[config.mk]
export PLATFORM = sky130hd
export DESIGN_NAME = frt_ctrl
export DESIGN_NICKNAME = d
export VERILOG_FILES = /design/src/inc/frt_ctrl_pkg.sv /design/src/logic/pin_edge_sync.sv /design/src/logic/frt_ctrl.sv
export SDC_FILE = /design/constraint.sdc
export NUM_CORES = 1
export LEC_CHECK = 0
export BUFFER_PORTS_ARGS = -buffer_cell sky130_fd_sc_hd__buf_4
export CORE_ASPECT_RATIO = 1.25
export CORE_MARGIN = 4
export CORE_UTILIZATION = 41
export CTS_CLUSTER_DIAMETER = 60
export DETAILED_ROUTE_END_ITERATION = 6
export GPL_ROUTABILITY_DRIVEN = 0
export HOLD_SLACK_MARGIN = 0.06
export PLACE_DENSITY_LB_ADDON = 0.25
export SETUP_SLACK_MARGIN = 0.3
export SLEW_MARGIN = 20
export SYNTH_ARGS = -nofsm -noshare
export SYNTH_HDL_FRONTEND = slang
export SYNTH_SLANG_ARGS = --single-unit
[constraint.sdc]
create_clock -name core_clk_in -period 1.2 [get_ports core_clk_in]
set_input_delay 0.12 -clock core_clk_in [delete_from_list [all_inputs] [get_ports core_clk_in]]
set_output_delay 0.12 -clock core_clk_in [all_outputs]
set_load 0.02 [all_outputs]
[src/inc/frt_ctrl_pkg.sv]
// Package of constants and types for the timer channel control and status block
package frt_ctrl_pkg;

	// Register select codes on the 8-bit register port
	localparam logic REG_TIMER_CONTROL = 1'h0;
	localparam logic REG_TIMER_CONTROL_STATUS = 1'h1;

	// Reset values of both registers
	localparam logic [7:0] TIMER_CONTROL_RESET = 8'h00;
	localparam logic [7:0] TIMER_CONTROL_STATUS_RESET = 8'h00;

	// Control register field positions
	localparam int CAPTURE_IRQ_ENABLE_BIT = 7;
	localparam int MATCH_B_IRQ_ENABLE_BIT = 6;
	localparam int MATCH_A_IRQ_ENABLE_BIT = 5;
	localparam int WRAP_IRQ_ENABLE_BIT = 4;
	localparam int MATCH_B_PIN_ENABLE_BIT = 3;
	localparam int MATCH_A_PIN_ENABLE_BIT = 2;
	localparam int CLOCK_SELECT_HI_BIT = 1;
	localparam int CLOCK_SELECT_LO_BIT = 0;

	// Status register field positions
	localparam int CAPTURE_FLAG_BIT = 7;
	localparam int MATCH_B_FLAG_BIT = 6;
	localparam int MATCH_A_FLAG_BIT = 5;
	localparam int WRAP_FLAG_BIT = 4;
	localparam int MATCH_B_LEVEL_BIT = 3;
	localparam int MATCH_A_LEVEL_BIT = 2;
	localparam int CAPTURE_EDGE_SELECT_BIT = 1;
	localparam int CLEAR_ON_MATCH_A_BIT = 0;

	// Flag field of the status register and its plain read/write part
	localparam int FLAG_HI_BIT = 7;
	localparam int FLAG_LO_BIT = 4;
	localparam int FLAG_COUNT = 4;
	localparam logic [3:0] PLAIN_FIELD_MASK = 4'hF;

	// Prescaler width and the tick masks for the three internal rates
	localparam int PRESCALE_WIDTH = 5;
	localparam logic [4:0] DIV4_MASK = 5'h03;
	localparam logic [4:0] DIV8_MASK = 5'h07;
	localparam logic [4:0] DIV32_MASK = 5'h1F;

	// Clock source codes
	typedef enum logic [1:0] {
		CLK_DIV4 = 2'b00,
		CLK_DIV8 = 2'b01,
		CLK_DIV32 = 2'b10,
		CLK_EXTERNAL = 2'b11
	} clock_select_t;

	// Capture edge codes
	localparam logic EDGE_FALLING = 1'h0;
	localparam logic EDGE_RISING = 1'h1;

endpackage : frt_ctrl_pkg

[src/logic/pin_edge_sync.sv]
// Two-stage pin synchroniser with rising and falling edge pulses
`timescale 1ns/1ns
`default_nettype none

module pin_edge_sync (
	input wire logic core_clk_in,
	input wire logic arst_n_in,
	input wire logic pin_in,
	output logic level_out,
	output logic rise_out,
	output logic fall_out
);

	logic meta_r;
	logic sync_r;
	logic prev_r;

	// First stage feeds only the second stage
	always_ff @(posedge core_clk_in or negedge arst_n_in) begin
		if (!arst_n_in) begin
			meta_r <= 1'h0;
			sync_r <= 1'h0;
		end else begin
			meta_r <= pin_in;
			sync_r <= meta_r;
		end
	end

	// Delayed copy of the synchronised level for edge detection
	always_ff @(posedge core_clk_in or negedge arst_n_in) begin
		if (!arst_n_in) begin
			prev_r <= 1'h0;
		end else begin
			prev_r <= sync_r;
		end
	end

	// Edge pulses last one clock
	assign level_out = sync_r;
	assign rise_out = sync_r & ~prev_r;
	assign fall_out = ~sync_r & prev_r;

endmodule : pin_edge_sync

`default_nettype wire

[src/logic/frt_ctrl.sv]
// Control and status logic of one free-running timer channel
//
// Overview of operation
// - Capture request is high only while capture enable and capture flag are both set.
// - Match B request is high only while its enable and match B flag are set.
// - Match A request is high only while its enable and match A flag are set.
// - Wrap request is high only while its enable and wrap flag are set.
// - With pin enable B set, a match B drives the chosen level on pin B.
// - With pin enable A set, a match A drives the chosen level on pin A.
// - Clock select picks clock over 4, 8, 32, or rising external edges.
// - Control register becomes zero at reset and on standby entry.
// - Control/status register becomes zero at reset and on standby entry.
// - A CPU write clears flags only with zero; writing one is ignored; low bits plain.
// - Capture flag sets whenever a capture copies the counter.
// - A zero write clears a flag only after the CPU read it as one.
// - Transfer controller service clears capture, match A or match B flag.
// - Match B flag sets when counter equals compare B value.
// - Match A flag sets when counter equals compare A value.
// - Wrap flag sets at all-ones to zero; transfer controller never clears it.
// - Status bit 3 sets level driven on pin B at a match.
// - Status bit 2 sets level driven on pin A at a match.
// - Status bit 1 picks capture edge: zero falling, one rising.
// - With status bit 0 set, the counter clears at each match A.
// - Match fires in the last cycle of equality, just before the counter advances.
// - Both match pins sit low from reset until their first match.
// - A capture edge copies the counter even while the capture flag is set.
`timescale 1ns/1ns
`default_nettype none

module frt_ctrl #(
	parameter int COUNT_WIDTH = 16
) (
	input wire logic core_clk_in,
	input wire logic arst_n_in,
	input wire logic standby_in,
	input wire logic reg_sel_in,
	input wire logic reg_rd_in,
	input wire logic reg_wr_in,
	input wire logic [7:0] reg_wdata_in,
	output logic [7:0] reg_rdata_out,
	input wire logic [COUNT_WIDTH-1:0] running_counter_in,
	input wire logic [COUNT_WIDTH-1:0] compare_a_value_in,
	input wire logic [COUNT_WIDTH-1:0] compare_b_value_in,
	input wire logic ext_clock_pin_in,
	input wire logic capture_pin_in,
	input wire logic xfer_clear_capture_in,
	input wire logic xfer_clear_match_a_in,
	input wire logic xfer_clear_match_b_in,
	output logic count_pulse_out,
	output logic counter_clear_out,
	output logic capture_load_out,
	output logic match_a_pin_out,
	output logic match_b_pin_out,
	output logic capture_irq_out,
	output logic match_a_irq_out,
	output logic match_b_irq_out,
	output logic wrap_irq_out
);

	// Refuse counter widths the compare and wrap logic cannot serve
	if (COUNT_WIDTH < 2 || COUNT_WIDTH > 32) begin : g_width_check
		$error("frt_ctrl: COUNT_WIDTH must lie between 2 and 32");
	end

	// Index of each flag inside the flag field
	localparam int FIDX_WRAP = frt_ctrl_pkg::WRAP_FLAG_BIT - frt_ctrl_pkg::FLAG_LO_BIT;
	localparam int FIDX_MATCH_A = frt_ctrl_pkg::MATCH_A_FLAG_BIT - frt_ctrl_pkg::FLAG_LO_BIT;
	localparam int FIDX_MATCH_B = frt_ctrl_pkg::MATCH_B_FLAG_BIT - frt_ctrl_pkg::FLAG_LO_BIT;
	localparam int FIDX_CAPTURE = frt_ctrl_pkg::CAPTURE_FLAG_BIT - frt_ctrl_pkg::FLAG_LO_BIT;

	// Prescaler tick for an internal source, from the free divider value
	function automatic logic prescale_tick(
		input logic [1:0] sel,
		input logic [frt_ctrl_pkg::PRESCALE_WIDTH-1:0] div
	);
		logic [frt_ctrl_pkg::PRESCALE_WIDTH-1:0] mask;
		mask = frt_ctrl_pkg::DIV4_MASK;
		case (sel)
			frt_ctrl_pkg::CLK_DIV4: begin
				mask = frt_ctrl_pkg::DIV4_MASK;
			end
			frt_ctrl_pkg::CLK_DIV8: begin
				mask = frt_ctrl_pkg::DIV8_MASK;
			end
			frt_ctrl_pkg::CLK_DIV32: begin
				mask = frt_ctrl_pkg::DIV32_MASK;
			end
			default: begin
				mask = frt_ctrl_pkg::DIV4_MASK;
			end
		endcase
		prescale_tick = ((div & mask) == mask);
	endfunction : prescale_tick

	// Register write decode, used for both registers
	function automatic logic reg_write_hit(
		input logic wr,
		input logic sel,
		input logic want
	);
		reg_write_hit = wr & (sel == want);
	endfunction : reg_write_hit

	logic [7:0] timer_control_r;
	logic [3:0] flags_r;
	logic [3:0] flags_nxt;
	logic [3:0] plain_r;
	logic [3:0] read_armed_r;
	logic [3:0] read_armed_nxt;
	logic [3:0] flag_set;
	logic [3:0] flag_clear;
	logic [frt_ctrl_pkg::PRESCALE_WIDTH-1:0] prescale_r;
	logic count_pulse_r;
	logic count_pulse_nxt;
	logic counter_clear_r;
	logic counter_clear_nxt;
	logic capture_load_r;
	logic match_a_pin_r;
	logic match_b_pin_r;
	logic [7:0] reg_rdata_r;
	logic [3:0] irq_r;
	logic ext_level;
	logic ext_rise;
	logic cap_level;
	logic cap_rise;
	logic cap_fall;
	logic capture_event;
	logic match_a_event;
	logic match_b_event;
	logic wrap_event;
	logic equal_a;
	logic equal_b;
	logic all_ones;
	logic write_control;
	logic write_status;
	logic read_status;
	logic [1:0] clock_select;
	logic [7:0] status_view;

	// Pin synchronisers for the external clock and the capture input
	pin_edge_sync u_ext_clock_sync (
		.core_clk_in(core_clk_in),
		.arst_n_in(arst_n_in),
		.pin_in(ext_clock_pin_in),
		.level_out(ext_level),
		.rise_out(ext_rise),
		.fall_out()
	);

	pin_edge_sync u_capture_sync (
		.core_clk_in(core_clk_in),
		.arst_n_in(arst_n_in),
		.pin_in(capture_pin_in),
		.level_out(cap_level),
		.rise_out(cap_rise),
		.fall_out(cap_fall)
	);

	// Access decode and assembled status view
	assign write_control = reg_write_hit(reg_wr_in, reg_sel_in, frt_ctrl_pkg::REG_TIMER_CONTROL);
	assign write_status = reg_write_hit(reg_wr_in, reg_sel_in,
		frt_ctrl_pkg::REG_TIMER_CONTROL_STATUS);
	assign read_status = reg_rd_in & (reg_sel_in == frt_ctrl_pkg::REG_TIMER_CONTROL_STATUS);
	assign status_view = {flags_r, plain_r};
	assign clock_select = {timer_control_r[frt_ctrl_pkg::CLOCK_SELECT_HI_BIT],
		timer_control_r[frt_ctrl_pkg::CLOCK_SELECT_LO_BIT]};

	// Counter comparisons against the value the counter holds right now
	assign equal_a = (running_counter_in == compare_a_value_in);
	assign equal_b = (running_counter_in == compare_b_value_in);
	assign all_ones = (running_counter_in == {COUNT_WIDTH{1'b1}});

	// Free divider of the system clock; cleared in standby
	always_ff @(posedge core_clk_in or negedge arst_n_in) begin
		if (!arst_n_in) begin
			prescale_r <= '0;
		end else if (standby_in) begin
			prescale_r <= '0;
		end else begin
			prescale_r <= prescale_r + 5'h01;
		end
	end

	// Increment source: internal rate or synchronised external rising edge
	always_comb begin
		if (clock_select == frt_ctrl_pkg::CLK_EXTERNAL) begin
			count_pulse_nxt = ext_rise & ~standby_in;
		end else begin
			count_pulse_nxt = prescale_tick(clock_select, prescale_r) & ~standby_in;
		end
	end

	// Clear on match A replaces the increment of the cycle that advances past it
	assign counter_clear_nxt = count_pulse_nxt & equal_a
		& plain_r[frt_ctrl_pkg::CLEAR_ON_MATCH_A_BIT];

	// Increment and clear strobes to the external counter
	always_ff @(posedge core_clk_in or negedge arst_n_in) begin
		if (!arst_n_in) begin
			count_pulse_r <= 1'h0;
			counter_clear_r <= 1'h0;
		end else begin
			count_pulse_r <= count_pulse_nxt;
			counter_clear_r <= counter_clear_nxt;
		end
	end

	// Events fire in the cycle the counter still equals, just before it moves
	assign match_a_event = count_pulse_r & equal_a;
	assign match_b_event = count_pulse_r & equal_b;
	assign wrap_event = count_pulse_r & all_ones & ~counter_clear_r;

	// Capture on the edge that status bit 1 selects, regardless of the flag
	always_comb begin
		if (plain_r[frt_ctrl_pkg::CAPTURE_EDGE_SELECT_BIT] == frt_ctrl_pkg::EDGE_RISING) begin
			capture_event = cap_rise & ~standby_in;
		end else begin
			capture_event = cap_fall & ~standby_in;
		end
	end

	// Capture load strobe to the external capture register
	always_ff @(posedge core_clk_in or negedge arst_n_in) begin
		if (!arst_n_in) begin
			capture_load_r <= 1'h0;
		end else begin
			capture_load_r <= capture_event;
		end
	end

	// Control register; cleared by reset and standby, plain read/write otherwise
	always_ff @(posedge core_clk_in or negedge arst_n_in) begin
		if (!arst_n_in) begin
			timer_control_r <= frt_ctrl_pkg::TIMER_CONTROL_RESET;
		end else if (standby_in) begin
			timer_control_r <= frt_ctrl_pkg::TIMER_CONTROL_RESET;
		end else if (write_control) begin
			timer_control_r <= reg_wdata_in;
		end
	end

	// Plain low half of the status register
	always_ff @(posedge core_clk_in or negedge arst_n_in) begin
		if (!arst_n_in) begin
			plain_r <= frt_ctrl_pkg::TIMER_CONTROL_STATUS_RESET[3:0];
		end else if (standby_in) begin
			plain_r <= frt_ctrl_pkg::TIMER_CONTROL_STATUS_RESET[3:0];
		end else if (write_status) begin
			plain_r <= reg_wdata_in[3:0] & frt_ctrl_pkg::PLAIN_FIELD_MASK;
		end
	end

	// Flag set sources, one per flag position
	always_comb begin
		flag_set = 4'h0;
		flag_set[FIDX_CAPTURE] = capture_event;
		flag_set[FIDX_MATCH_B] = match_b_event;
		flag_set[FIDX_MATCH_A] = match_a_event;
		flag_set[FIDX_WRAP] = wrap_event;
	end

	// Flag update: a zero write clears only an armed flag; set beats clear
	genvar gi;
	generate
		for (gi = 0; gi < frt_ctrl_pkg::FLAG_COUNT; gi++) begin : g_flags
			logic xfer_clear;
			if (gi == FIDX_CAPTURE) begin : g_cap
				assign xfer_clear = xfer_clear_capture_in;
			end else if (gi == FIDX_MATCH_A) begin : g_ma
				assign xfer_clear = xfer_clear_match_a_in;
			end else if (gi == FIDX_MATCH_B) begin : g_mb
				assign xfer_clear = xfer_clear_match_b_in;
			end else begin : g_wrap
				assign xfer_clear = 1'h0;
			end
			// Writing one never sets; writing zero clears after a read of one
			assign flag_clear[gi] = (write_status & ~reg_wdata_in[gi + frt_ctrl_pkg::FLAG_LO_BIT]
				& read_armed_r[gi]) | xfer_clear;
			assign flags_nxt[gi] = flag_set[gi] | (flags_r[gi] & ~flag_clear[gi]);
			// Arm on a read that sees the flag set; any status write or a clear disarms
			always_comb begin
				if (read_status && flags_r[gi]) begin
					read_armed_nxt[gi] = 1'h1;
				end else if (write_status || !flags_r[gi]) begin
					read_armed_nxt[gi] = 1'h0;
				end else begin
					read_armed_nxt[gi] = read_armed_r[gi];
				end
			end
		end
	endgenerate

	// Flag and arm storage; cleared by reset and standby
	always_ff @(posedge core_clk_in or negedge arst_n_in) begin
		if (!arst_n_in) begin
			flags_r <= frt_ctrl_pkg::TIMER_CONTROL_STATUS_RESET[7:4];
			read_armed_r <= 4'h0;
		end else if (standby_in) begin
			flags_r <= frt_ctrl_pkg::TIMER_CONTROL_STATUS_RESET[7:4];
			read_armed_r <= 4'h0;
		end else begin
			flags_r <= flags_nxt;
			read_armed_r <= read_armed_nxt;
		end
	end

	// Match pins start low and take the selected level at each enabled match
	always_ff @(posedge core_clk_in or negedge arst_n_in) begin
		if (!arst_n_in) begin
			match_a_pin_r <= 1'h0;
		end else if (match_a_event && timer_control_r[frt_ctrl_pkg::MATCH_A_PIN_ENABLE_BIT]) begin
			match_a_pin_r <= plain_r[frt_ctrl_pkg::MATCH_A_LEVEL_BIT];
		end
	end

	always_ff @(posedge core_clk_in or negedge arst_n_in) begin
		if (!arst_n_in) begin
			match_b_pin_r <= 1'h0;
		end else if (match_b_event && timer_control_r[frt_ctrl_pkg::MATCH_B_PIN_ENABLE_BIT]) begin
			match_b_pin_r <= plain_r[frt_ctrl_pkg::MATCH_B_LEVEL_BIT];
		end
	end

	// Interrupt request levels: flag AND enable, registered
	always_ff @(posedge core_clk_in or negedge arst_n_in) begin
		if (!arst_n_in) begin
			irq_r <= 4'h0;
		end else begin
			irq_r[FIDX_CAPTURE] <= flags_r[FIDX_CAPTURE]
				& timer_control_r[frt_ctrl_pkg::CAPTURE_IRQ_ENABLE_BIT];
			irq_r[FIDX_MATCH_B] <= flags_r[FIDX_MATCH_B]
				& timer_control_r[frt_ctrl_pkg::MATCH_B_IRQ_ENABLE_BIT];
			irq_r[FIDX_MATCH_A] <= flags_r[FIDX_MATCH_A]
				& timer_control_r[frt_ctrl_pkg::MATCH_A_IRQ_ENABLE_BIT];
			irq_r[FIDX_WRAP] <= flags_r[FIDX_WRAP]
				& timer_control_r[frt_ctrl_pkg::WRAP_IRQ_ENABLE_BIT];
		end
	end

	// Read data registered one cycle after the read strobe; holds otherwise
	always_ff @(posedge core_clk_in or negedge arst_n_in) begin
		if (!arst_n_in) begin
			reg_rdata_r <= 8'h00;
		end else if (reg_rd_in) begin
			if (reg_sel_in == frt_ctrl_pkg::REG_TIMER_CONTROL_STATUS) begin
				reg_rdata_r <= status_view;
			end else begin
				reg_rdata_r <= timer_control_r;
			end
		end
	end

	// Outputs straight from flip-flops
	assign reg_rdata_out = reg_rdata_r;
	assign count_pulse_out = count_pulse_r;
	assign counter_clear_out = counter_clear_r;
	assign capture_load_out = capture_load_r;
	assign match_a_pin_out = match_a_pin_r;
	assign match_b_pin_out = match_b_pin_r;
	assign capture_irq_out = irq_r[FIDX_CAPTURE];
	assign match_a_irq_out = irq_r[FIDX_MATCH_A];
	assign match_b_irq_out = irq_r[FIDX_MATCH_B];
	assign wrap_irq_out = irq_r[FIDX_WRAP];

endmodule : frt_ctrl

`default_nettype wire

==> run metrics <==
Reg clk slew, reported paths 0.09 ns; GR Overflow Total 0; Worst EP required 1.38 ns; share of cells above drive strength 1 44.4%; area post-placement 0.00322 mm²; Netlist cell types 36; CP Launch Type flop; clock power share 30.6%; worst hold slack 0.0739 ns; critical path class flop to flop; Worst EP arrival 1.42 ns; Total GRT Usage 18.4%; Buffers on Ports 83; part of the cycle the worst path needs 103%; post-synthesis adder-cell area fraction 1.60%; Skew-Pair Late Insertion Delay 0.29 ns; Cells after Synth 232; starting density of the core between 40% and 50%; CP endpoint kind flop; Synth Area in Compound Gates under 10%; Seq/Total Area, Yosys 51.3%; Slew HR between 70% and 80%; Syn Area/Cell 10.1 µm²; max cap viols 0; core region area 0.00548 mm²; Reg area 0.00120 mm²; area of the multi-input gates about 0.0013 mm²; Max clock buf depth 2; pwr/cell area slightly below 1000 mW/mm²; Area Overhead vs Synth 61.3%; Initial DRC Count 95; Final setup viols 3; Via density just over 5; post-layout util between 60% and 70%; Switch Pwr 904 µW; Seq cells post-synth 48; min-delay worst type primary input to flop; CTS Buf Count 5; fin area 0.00377 mm²; Fin Clk Skew 0.00765 ns; Post-Syn Nets just over 300; Layout fillers 443; dpl hpwl 4690 µm; total power 3650 µW; failing checks negative setup slack; synth warn 0; CTS tree yes; Final ANT Viol Nets 0; largest net degree at the start of global routing 29; post-route setup slack -0.0354 ns; Post-Synth XOR/XNOR Area between 10 and 15%; # rows 30; Flop pwr share 47.4%; Simple-Gate Fraction of Synth Area around a fifth; final net count ~420; max-slew violation count 0; H-tree levels 2; I/O pin count between 80 and 90; Achievable Freq 809 MHz; Synth area leaders dfrtp_1 51%, xnor2_1 8.6%, a21oi_1 6.2%; Yosys top cell area share 51.3%; die height 92.5 µm; Power Internal 2750 µW; Die ar. 0.00699 mm²; initial antenna violation count 0; Lkg Pwr 0.00178 µW; maximum vdd drop 0.000968 V; run status finished, violations left; worst-margin pin slew approximately 0.41 ns; # DRC 0; vias post-DR 2,117; root buf cell clkbuf_8; Fin. Hold Viols 0; multiplexer share of the synthesized area 4.55%; Net Sw Frac 24.8%; WL/cell 15.5 µm; first-pass GRT wire length 9850 µm; RSZ-0062 raised after global routing true; area leader, netlist dfrtp_1; die span in x 75.6 µm; main combinational cell family by area after synthesis simple AND/OR/NAND/NOR gates; dpl ws -0.284 ns; crit-path max FO 3; clock sinks between 40 and 50; synthesized cell area 0.00234 mm²; vias in the first global route 2,038; 1st-pass router iterations 4; final WL 6470 µm; combinational share of power 22.0%; fin crit period 1.24 ns; n_diodes 0
-- critical path, cell delays in order, from the launching register on --
cell and delay (ns):
dfrtp_1 0.42, ha_1 0.31, o2111ai_2 0.18, a21oi_2 0.07, and3_1 0.14
-- flip-flops by register name, summed over array words and instances, names as in the netlist, 4 cells and up --
signal           cells
flags_r              4
prescale_r           5
irq_r                4
plain_r              4
reg_rdata_out        8
timer_control_r      8
read_armed_r         4
-- final timing paths --
| kind | depth (start not counted) | slack (ns) | startpoint | endpoint |
|---|---|---|---|---|
| max | 4 | -0.04 | timer_control_r[1] | counter_clear_out |
| min | 3 | 0.07 | reg_wdata_in[7] | timer_control_r[7] |
| max reg2reg | 4 | -0.04 | timer_control_r[1] | counter_clear_out |
| min reg2reg | 0 | 0.37 | u_capture_sync.meta_r | u_capture_sync.level_out |
| max in group asynchronous | 3 | 0.52 | arst_n_in | timer_control_r[1] |
| min in group asynchronous | 2 | 0.25 | arst_n_in | plain_r[0] |
-- power by group through the flow --
stage	Clock, µW	Combinational (µW)	Sequential [µW]
after global routing	1230	868	1740
after detailed placement	0	650	1760
after global placement	0	644	1750
after CTS	1150	762	1730
after floorplan	0	241	1780
final	1120	805	1730
-- what timing repair did --
item / in CTS / in global routing
resized for setup: 41 / 17
hold endpoints to repair: 51 / 1
pin swaps: 23 / 9
setup buffers: 13 / 3
endpoints found under the setup margin: 27 / 32
hold buffers: 4 / 1
-- Yosys cell counts --
cell,number
a311oi_1,1
or2_1,1
or2b_1,1
o221ai_1,1
and2_1,6
nand4b_1,1
mux2_1,1
o2111ai_1,1
nor4_2,2
inv_2,1
clkinv_1,1
clkbuf_1,7
nand3_1,6
xnor2_1,23
nor3b_1,5
mux2_4,1
xor2_1,8
nor4_1,2
and4_1,1
nand4_1,8
nor2b_1,2
nand2_1,29
inv_1,5
and3_1,1
mux2i_1,8
buf_1,1
o21ai_0,1
a21oi_1,29
dfrtp_1,48
ha_1,3
nor2_1,15
nand3b_1,4
buf_2,1
nand2b_1,4
a22o_1,2
nor3_1,1
-- cell usage in the layout (no fill, tap or decap), types with 2 or more instances in the layout --
cell type / n
buf_4: 86
dfrtp_1: 47
buf_6: 31
nand2_1: 28
a21oi_1: 25
nor2_1: 15
xnor2_1: 13
xnor2_2: 9
xor2_1: 8
nand4_1: 8
mux2i_1: 8
and2_1: 6
inv_1: 5
clkbuf_8: 5
dlygate4sd3_1: 5
nand3_2: 4
nand3b_1: 4
nand2b_1: 4
a21oi_2: 4
nor4_4: 3
nor3b_1: 3
nand3_1: 2
a22o_1: 2
nor3b_2: 2
mux2_4: 2
ha_1: 2
-- kinds of logic (layout without fill, tap and decap cells) --
kind of cell             count (synthesis)  count (layout)
adder cells (fa/ha/maj)                  3               3
multiplexers                            10              10
AO/OA/AOI/OAI                           35              35
flip-flops                              48              48
AND/OR/NAND/NOR                         89              89
XOR/XNOR                                31              31
buffers and inverters                   16             138
-- per-stage QoR --
stage               std cells  TNS (ns)
floorplan                 232   -0.0491
global placement          390    -0.654
detailed placement        390    -0.766
CTS                       414   -0.0525
global route              418    -0.250
finish                    418   -0.0749
-- final cells by class --
type                       instances  area share, %
clock buffer                       6           1.92
clock inverter                     1          0.795
multi-input combinational        168           34.0
sequential                        48           31.9
tap                               64           2.12
inverter                           7          0.696
timing repair buffer             124           28.6
-- metal layers --
metal	up-vias	wire, µm	track usage [%]
met4	0	77	4.37
met3	8	347	3.91
li1	1032	-	-
met5	-	0	0
met1	1028	2530	23.5
met2	49	3510	31.3
No activity file was read; power rests on OpenSTA's default activity.
